$ cat config.mk
export PLATFORM = sky130hd
export DESIGN_NAME = watchdog_interval_timer
export DESIGN_NICKNAME = d
export VERILOG_FILES = /design/src/rtl/wdt_pkg.sv /design/src/rtl/wdt_prescaler.sv /design/src/rtl/watchdog_interval_timer.sv
export SDC_FILE = /design/constraint.sdc
export NUM_CORES = 1
export LEC_CHECK = 0
export ABC_AREA = 1
export BUFFER_PORTS_ARGS = -buffer_cell sky130_fd_sc_hd__buf_2
export CAP_MARGIN = 20
export CORE_UTILIZATION = 27
export CTS_CLUSTER_DIAMETER = 100
export CTS_CLUSTER_SIZE = 40
export DETAILED_ROUTE_END_ITERATION = 8
export SYNTH_ARGS = -nofsm -noshare
export SYNTH_HDL_FRONTEND = slang
export SYNTH_SLANG_ARGS = --single-unit
export TNS_END_PERCENT = 5
$ cat constraint.sdc
create_clock -name clk_i -period 2.8 [get_ports clk_i]
set_clock_uncertainty 0.05 [all_clocks]
set_input_delay 0.42 -clock clk_i [delete_from_list [all_inputs] [get_ports clk_i]]
set_output_delay 0.42 -clock clk_i [all_outputs]
set_load 0.05 [all_outputs]
$ cat src/rtl/wdt_pkg.sv
`default_nettype none

package wdt_pkg;

  // ---------------------------------------------------------------
  // Register map (byte addresses on the bus)
  // ---------------------------------------------------------------
  localparam logic [15:0] ADDR_CLOCK_SELECT = 16'hff42;
  localparam logic [15:0] ADDR_MODE         = 16'hfff9;
  localparam logic [15:0] ADDR_IRQ_STATUS   = 16'hff48;
  localparam logic [15:0] ADDR_IRQ_MASK     = 16'hff4c;

  // ---------------------------------------------------------------
  // Field positions and reset values
  // ---------------------------------------------------------------
  localparam int          CLKSEL_LSB        = 0;
  localparam int          CLKSEL_W          = 3;
  localparam int          MODE_RUN_BIT      = 7;
  localparam int          MODE_SEL_BIT      = 4;
  localparam int          MODE_ACT_BIT      = 3;
  localparam logic [7:0]  CLKSEL_RESET      = 8'h00;
  localparam logic [7:0]  MODE_RESET        = 8'h00;
  localparam int          IRQ_INTERVAL_BIT  = 0;
  localparam int          IRQ_NMI_BIT       = 1;
  localparam int          IRQ_W             = 2;
  localparam logic [1:0]  IRQ_MASK_RESET    = 2'h0;

  // ---------------------------------------------------------------
  // Timing: prescaler exponents and overflow count
  // ---------------------------------------------------------------
  localparam int          PRESCALE_W        = 10;
  localparam logic [2:0]  CLKSEL_DIV16      = 3'h0;
  localparam logic [2:0]  CLKSEL_DIV64      = 3'h2;
  localparam logic [2:0]  CLKSEL_DIV256     = 3'h4;
  localparam logic [2:0]  CLKSEL_DIV1024    = 3'h6;
  localparam int          DIV16_EXP         = 4;
  localparam int          DIV64_EXP         = 6;
  localparam int          DIV256_EXP        = 8;
  localparam int          DIV1024_EXP       = 10;
  localparam int          OVERFLOW_COUNT    = 128;
  localparam int          COUNTER_W         = 7;

  typedef enum logic [1:0] {
    MODE_STOP     = 2'b00,
    MODE_INTERVAL = 2'b01,
    MODE_NMI      = 2'b10,
    MODE_RESET_GO = 2'b11
  } op_mode_e;

  typedef struct packed {
    logic       nmi;
    logic       reset_req;
    logic       interval;
  } wdt_event_s;

endpackage

`default_nettype wire

$ cat src/rtl/wdt_prescaler.sv
`timescale 1ns/10ps
`default_nettype none

module wdt_prescaler #(
  parameter int W = wdt_pkg::PRESCALE_W
) (
  input  wire logic       clk_i,
  input  wire logic       rst_i,
  input  wire logic       clear_i,
  input  wire logic       run_i,
  input  wire logic [2:0] sel_i,
  output logic            tick_o
);

  // Refuse a divider too short for the slowest count clock
  if (W < wdt_pkg::DIV1024_EXP) begin : g_width_check
    $error("Prescaler narrower than the slowest divide ratio");
  end

  logic [W-1:0] div_r;

  // Free divider restarted by a refresh, frozen in stop state
  always_ff @(posedge clk_i) begin
    if (rst_i || clear_i) begin
      div_r <= '0;
    end else if (run_i) begin
      div_r <= div_r + 1'b1;
    end
  end

  // Tick on the last count of the selected /16,/64,/256,/1024 period
  always_comb begin
    case (sel_i)
      wdt_pkg::CLKSEL_DIV16:
        tick_o = run_i && (&div_r[wdt_pkg::DIV16_EXP-1:0]);
      wdt_pkg::CLKSEL_DIV64:
        tick_o = run_i && (&div_r[wdt_pkg::DIV64_EXP-1:0]);
      wdt_pkg::CLKSEL_DIV256:
        tick_o = run_i && (&div_r[wdt_pkg::DIV256_EXP-1:0]);
      wdt_pkg::CLKSEL_DIV1024:
        tick_o = run_i && (&div_r[wdt_pkg::DIV1024_EXP-1:0]);
      default:
        tick_o = 1'b0;
    endcase
  end

endmodule // wdt_prescaler

`default_nettype wire

$ cat src/rtl/watchdog_interval_timer.sv
// Behaviour
// - Watchdog mode: missed refresh triggers non-maskable interrupt or reset.
// - Interval mode: periodic interrupt, no refresh needed.
// - Watchdog time is 2^11, 2^13, 2^15 or 2^17 clocks.
// - Interval period uses the same four values.
// - Clock select codes 000,010,100,110 give /16,/64,/256,/1024.
// - Reset clears the clock select register to zero.
// - Writing run bit clears counter and starts; only reset clears the run bit.
// - Mode bits 4:3: stop, interval, non-maskable interrupt, reset.
// - Mode bits 4 and 3 stay set until reset once written.
// - Counter runs in halt state, stops in stop state.
`timescale 1ns/10ps
`default_nettype none

module watchdog_interval_timer (
  input  wire logic        clk_i,
  input  wire logic        rst_i,
  // Wishbone classic slave
  input  wire logic        cyc_i,
  input  wire logic        stb_i,
  input  wire logic        we_i,
  input  wire logic [15:0] adr_i,
  input  wire logic [3:0]  sel_i,
  input  wire logic [31:0] dat_i,
  output logic      [31:0] dat_o,
  output logic             ack_o,
  output logic             err_o,
  // CPU power state
  input  wire logic        cpu_stop_i,
  // Events
  output logic             nmi_o,
  output logic             reset_req_o,
  output logic             irq_o
);

  // ---------------------------------------------------------------
  // Elaboration checks
  // ---------------------------------------------------------------
  // Overflow is the all-ones count, so the width must give it exactly
  localparam int COUNT_SPAN = 2 ** wdt_pkg::COUNTER_W;
  if (COUNT_SPAN != wdt_pkg::OVERFLOW_COUNT) begin : g_count_check
    $error("Counter width does not give the overflow count");
  end

  // ---------------------------------------------------------------
  // Registers
  // ---------------------------------------------------------------
  logic [wdt_pkg::CLKSEL_W-1:0]  clock_select_r;
  logic                          run_r;
  logic                          watchdog_select_bit_r;
  logic                          overflow_action_bit_r;
  logic [wdt_pkg::IRQ_W-1:0]     irq_status_r;
  logic [wdt_pkg::IRQ_W-1:0]     irq_mask_r;
  logic [wdt_pkg::COUNTER_W-1:0] count_r;
  logic                          tick;
  logic                          overflow;
  logic                          refresh;
  wdt_pkg::op_mode_e             mode;
  wdt_pkg::wdt_event_s           evt;

  function automatic logic hit(input logic [15:0] a);
    hit = (adr_i == a);
  endfunction

  // ---------------------------------------------------------------
  // Bus decode
  // ---------------------------------------------------------------
  logic req;
  logic wr;
  logic mapped;

  assign req    = cyc_i && stb_i && !ack_o && !err_o;
  assign mapped = hit(wdt_pkg::ADDR_CLOCK_SELECT) || hit(wdt_pkg::ADDR_MODE)
               || hit(wdt_pkg::ADDR_IRQ_STATUS) || hit(wdt_pkg::ADDR_IRQ_MASK);
  // Only lane 0 carries data; software must write the byte whole
  assign wr     = req && we_i && mapped && sel_i[0];

  always_ff @(posedge clk_i) begin
    if (rst_i) begin
      ack_o <= 1'b0;
      err_o <= 1'b0;
    end else begin
      ack_o <= req && mapped;
      err_o <= req && !mapped;
    end
  end

  always_ff @(posedge clk_i) begin
    if (rst_i) begin
      dat_o <= 32'h0000_0000;
    end else if (req && !we_i) begin
      dat_o <= 32'h0000_0000;
      if (hit(wdt_pkg::ADDR_CLOCK_SELECT))
        dat_o[wdt_pkg::CLKSEL_W-1:0] <= clock_select_r;
      else if (hit(wdt_pkg::ADDR_MODE)) begin
        dat_o[wdt_pkg::MODE_RUN_BIT] <= run_r;
        dat_o[wdt_pkg::MODE_SEL_BIT] <= watchdog_select_bit_r;
        dat_o[wdt_pkg::MODE_ACT_BIT] <= overflow_action_bit_r;
      end else if (hit(wdt_pkg::ADDR_IRQ_STATUS))
        dat_o[wdt_pkg::IRQ_W-1:0] <= irq_status_r;
      else if (hit(wdt_pkg::ADDR_IRQ_MASK))
        dat_o[wdt_pkg::IRQ_W-1:0] <= irq_mask_r;
    end
  end

  // ---------------------------------------------------------------
  // Clock select
  // ---------------------------------------------------------------
  always_ff @(posedge clk_i) begin
    if (rst_i) begin
      clock_select_r <= wdt_pkg::CLKSEL_RESET[wdt_pkg::CLKSEL_W-1:0];
    end else if (wr && hit(wdt_pkg::ADDR_CLOCK_SELECT)) begin
      clock_select_r <= dat_i[wdt_pkg::CLKSEL_W-1:0];
    end
  end

  // ---------------------------------------------------------------
  // Mode register: all bits sticky until reset
  // ---------------------------------------------------------------
  assign refresh = wr && hit(wdt_pkg::ADDR_MODE) && dat_i[wdt_pkg::MODE_RUN_BIT];

  always_ff @(posedge clk_i) begin
    if (rst_i) begin
      run_r                 <= wdt_pkg::MODE_RESET[wdt_pkg::MODE_RUN_BIT];
      watchdog_select_bit_r <= wdt_pkg::MODE_RESET[wdt_pkg::MODE_SEL_BIT];
      overflow_action_bit_r <= wdt_pkg::MODE_RESET[wdt_pkg::MODE_ACT_BIT];
    end else if (wr && hit(wdt_pkg::ADDR_MODE)) begin
      run_r                 <= run_r | dat_i[wdt_pkg::MODE_RUN_BIT];
      watchdog_select_bit_r <= watchdog_select_bit_r
                             | dat_i[wdt_pkg::MODE_SEL_BIT];
      overflow_action_bit_r <= overflow_action_bit_r
                             | dat_i[wdt_pkg::MODE_ACT_BIT];
    end
  end

  assign mode = wdt_pkg::op_mode_e'({watchdog_select_bit_r,
                                     overflow_action_bit_r});

  // ---------------------------------------------------------------
  // Counter
  // ---------------------------------------------------------------
  wdt_prescaler #(
    .W (wdt_pkg::PRESCALE_W)
  ) u_prescaler (
    .clk_i   (clk_i),
    .rst_i   (rst_i),
    .clear_i (refresh),
    .run_i   (run_r && !cpu_stop_i),
    .sel_i   (clock_select_r),
    .tick_o  (tick)
  );

  // 128 ticks of /16../1024 give 2^11..2^17 clocks
  assign overflow = tick && (&count_r);

  always_ff @(posedge clk_i) begin
    if (rst_i || refresh) begin
      count_r <= '0;
    end else if (tick) begin
      count_r <= count_r + 1'b1;
    end
  end

  // ---------------------------------------------------------------
  // Overflow events
  // ---------------------------------------------------------------
  always_comb begin
    evt = '0;
    case (mode)
      wdt_pkg::MODE_INTERVAL: evt.interval  = overflow;
      wdt_pkg::MODE_NMI:      evt.nmi       = overflow;
      wdt_pkg::MODE_RESET_GO: evt.reset_req = overflow;
      default:                evt = '0;
    endcase
  end

  // Reset request is a pulse; system reset follows and clears us
  always_ff @(posedge clk_i) begin
    if (rst_i) begin
      nmi_o       <= 1'b0;
      reset_req_o <= 1'b0;
    end else begin
      nmi_o       <= evt.nmi;
      reset_req_o <= evt.reset_req;
    end
  end

  // ---------------------------------------------------------------
  // Interrupt status and mask; set wins over write-one-clear
  // ---------------------------------------------------------------
  logic [wdt_pkg::IRQ_W-1:0] irq_set;
  logic [wdt_pkg::IRQ_W-1:0] irq_clr;

  always_comb begin
    irq_set                            = '0;
    irq_set[wdt_pkg::IRQ_NMI_BIT]      = evt.nmi;
    irq_set[wdt_pkg::IRQ_INTERVAL_BIT] = evt.interval;
  end

  assign irq_clr = (wr && hit(wdt_pkg::ADDR_IRQ_STATUS))
                 ? dat_i[wdt_pkg::IRQ_W-1:0] : '0;

  always_ff @(posedge clk_i) begin
    if (rst_i) begin
      irq_status_r <= '0;
    end else begin
      irq_status_r <= (irq_status_r & ~irq_clr) | irq_set;
    end
  end

  always_ff @(posedge clk_i) begin
    if (rst_i) begin
      irq_mask_r <= wdt_pkg::IRQ_MASK_RESET;
    end else if (wr && hit(wdt_pkg::ADDR_IRQ_MASK)) begin
      irq_mask_r <= dat_i[wdt_pkg::IRQ_W-1:0];
    end
  end

  assign irq_o = |(irq_status_r & irq_mask_r);

endmodule // watchdog_interval_timer

`default_nettype wire

==> run summary <==
The run finished with clean final reports. The die outline area came out at 8120 sq um. The worst hold path begins at dat_i[3]. Final hold analysis gives a worst-case slack of 368 ps. The routed length per instance came out at 9.17 microns. The number of synthesized flops with an enable pin came out at 0. The launch point of the worst reg-to-reg path is u_prescaler.div_r[0]$_SDFFE_PP0P_.

The post-synthesis register bit count came out at 37. In this run the worst path has a maximum fanout of 14. The average footprint of a synthesized cell came out at 7.06 sq um.

The clock latency reported for the late side of the worst-skew pair came out at 280 ps. The total power density per cell area is 436 nW/um^2. TritonCTS built the clock tree. The tree is rooted in a clkbuf_8. At the end of routability-driven placement, the weighted congestion stood at 0.750. The number of I/O port buffers is 39. The maximum VDD drop is 166 uV. In the synthesized netlist the dominant register cell turns out to be dfxtp_1. The part of the Yosys area used for sequential elements is 35.3%. The warning count from the yosys run came out at 0. The pre-antenna-repair detailed-routing pass consisted of 4 iterations.

Of the post-synthesis cell area, the dominant cell type holds 35.3%. The relative max-transition margin is 59.0%. The leftover overflow at the end of global routing came out at 0. The number of placed cells counting well taps is 429.

Data arrives at the worst endpoint at a little under 2000 ps. The critical path startpoint category is a flip-flop. The most common cell in the synthesized netlist is nand2_1. The clock net in this run drives a total of 37 sinks. The number of buffers inserted for hold repair after clock tree synthesis is 0. The total CTS buffers is 5. The deepest level of the CTS H-tree is 2. The number of setup buffers added after CTS came out at 0. The transition at the pin with the smallest max-transition slack is 613 ps.

The total count of max-transition violations in the final report came out at 0. The number of global-route vias before repair is 1632. The hold violation total from the final report came out at 0.

In the final layout, the share of cells above drive strength 1 is 18.0%. The portion of the clock cycle consumed by the worst path in the final layout is 65.1%. The largest net degree at the start of global routing came out at 18. The final wirelength came out at 4.01 mm. The initial antenna violation count is 0. The total area inside the core boundary comes to 7370 sq um. The post-CTS clock slew at the launch and capture registers of the worst setup and hold paths is 70 ps. The chip width is 90.1 microns.

The DRC marker count from the first detailed-route iteration is 77. By area the synthesized netlist is led by dfxtp_1, nand2_1, buf_4. Setup violations remaining at the end of the flow were counted as 0. The count of different cell masters after synthesis is 33. The shortest clock period the worst path allows after layout is 1820 ps. STA puts the critical path data required time at 2970 ps. Setup repair after global routing left no endpoint under its margin. After synthesis, the most frequently instantiated cells are nand2_1, nor2_1, inv_1. Of all cell types, the one taking the most synthesized area is dfxtp_1.

The quantity of gates resized following cts is 0. The first element of the critical path is u_prescaler.div_r[0]$_SDFFE_PP0P_. The layout overhead on the synthesized area came out at 12.4%. The post-detailed-route count of antenna-violating nets is 0.

Overall power consumption after layout is estimated at 1.03 mW. The deepest clock path buffer count came out at 2. The number of diodes added for antenna fixing is 0. The DRC violation count after routing came out at 0. The setup path with the least slack is of type flip-flop to flip-flop.

The starting density of the core came out at 28.5%. The area of the mapped netlist came out at 2100 sq um. The height of the die is ~90 microns. The detail-routed via count per cell is 4.06.

The static leakage came out at 0.973 nW. The max-cap violation count came out at 0. The class of the tightest hold or removal check is input pin to flip-flop. The final layout contains between 300 and 400 nets. The final setup TNS is 0 ps. The share of flip-flops with an asynchronous set or reset is 0%. The worst setup path is captured at a flip-flop.

The site row count came out at 31. The detailed router placed 1776 vias in this run. The final HPWL from detailed placement came out at 3.07 mm. The I/O pin count is 95.

The final instance count without filler cells came out at 437. The global-route wire length before repair is ~7.1 mm. The post-synthesis instance total came out at 297. The total global routing track utilization came out at between 10% and 20%.

Derived from the worst setup path, the maximum achievable clock frequency is 0.549 GHz.
## cell families (layout without fill, tap and decap cells)
| logic type | count (synthesis) | after routing | synth area share (%) |
|---|---|---|---|
| AOI/OAI and AO/OA | 27 | 27 | 7.28 |
| xor gates and xnor gates | 13 | 13 | 5.43 |
| adders and majority gates | 2 | 2 | 1.19 |
| buffers and inverters | 71 | 87 | 18.4 |
| DFF | 37 | 37 | 35.3 |
| other | 1 | 26 | 0.179 |
| and+or+nand+nor | 146 | 146 | 32.2 |
## worst max-delay path, stage by stage, from the launching register on
cell	delay, ps
dfxtp_1	390
ha_1	240
nand3_1	130
a31oi_1	180
nand3_2	260
nor2_1	250
nand4_1	140
nor2_1	110
## area by class of cell
class | count | area (sq um)
Clock buffer | 6 | 72.6
Clock inverter | 2 | 10.0
Fill cell | 818 | 5010
Inverter | 40 | 150
Multi-Input combinational cell | 214 | 1060
Sequential cell | 37 | 741
Tap cell | 99 | 124
Timing Repair Buffer | 39 | 195
## routing by layer
layer  up-vias  wire [microns]  global-route usage [%]
met3         2             195                    3.38
met1       778            1960                    13.3
met5         -               0                       0
met2        36            1830                    17.2
li1        960               -                       -
met4         0              23                    2.96
## state kept, by name, summed over array words and instances, names as in the netlist
register / cells
watchdog_select_bit_r: 1
ack_o: 1
nmi_o: 1
overflow_action_bit_r: 1
u_prescaler.div_r: 10
irq_mask_r: 2
reset_req_o: 1
clock_select_r: 3
err_o: 1
count_r: 7
run_r: 1
irq_status_r: 2
dat_o: 6
## stage by stage
step	util, %	setup WS, ps	area [sq um]
2_1_floorplan	-	1160	2190
5_1_grt	32.0	678	2360
3_5_place_dp	30.8	833	2270
4_1_cts	32.0	942	2360
3_3_place_gp	30.8	868	2270
6_report	32.0	977	2360
## report_power, final
part / switching, mW / total [mW] / internal, mW / leakage [nW]
Sequential: 0.00122 / 0.530 / 0.528 / 0.298
Combinational: 0.118 / 0.142 / 0.0237 / 0.630
Clock: 0.182 / 0.355 / 0.173 / 0.0450
Total: 0.302 / 1.03 / 0.725 / 0.973
## cell usage in the layout, fill, tap and decap left out, drive strengths merged
master  instances
a21oi           9
a22o            1
a31oi           2
a41oi           2
and3            1
buf            39
clkbuf          6
clkinv          3
conb           26
dfxtp          37
ha              2
inv            39
nand2          66
nand3          13
nand4          13
nor2           49
nor3            2
nor3b           1
o21ai          11
o21bai          1
o22ai           1
or2             1
xnor2           7
xor2            6
## path summary, 6_finish.rpt
check | endpoint | slack [ps] | cells past startpoint
min reg2reg | dat_o[3]$_SDFFE_PP0P_ | 420 | 2
min | overflow_action_bit_r$_SDFFE_PP0P_ | 370 | 3
max reg2reg | nmi_o$_SDFF_PP0_ | 980 | 7
max | nmi_o$_SDFF_PP0_ | 980 | 7
No activity file was read; power rests on OpenSTA's default activity.
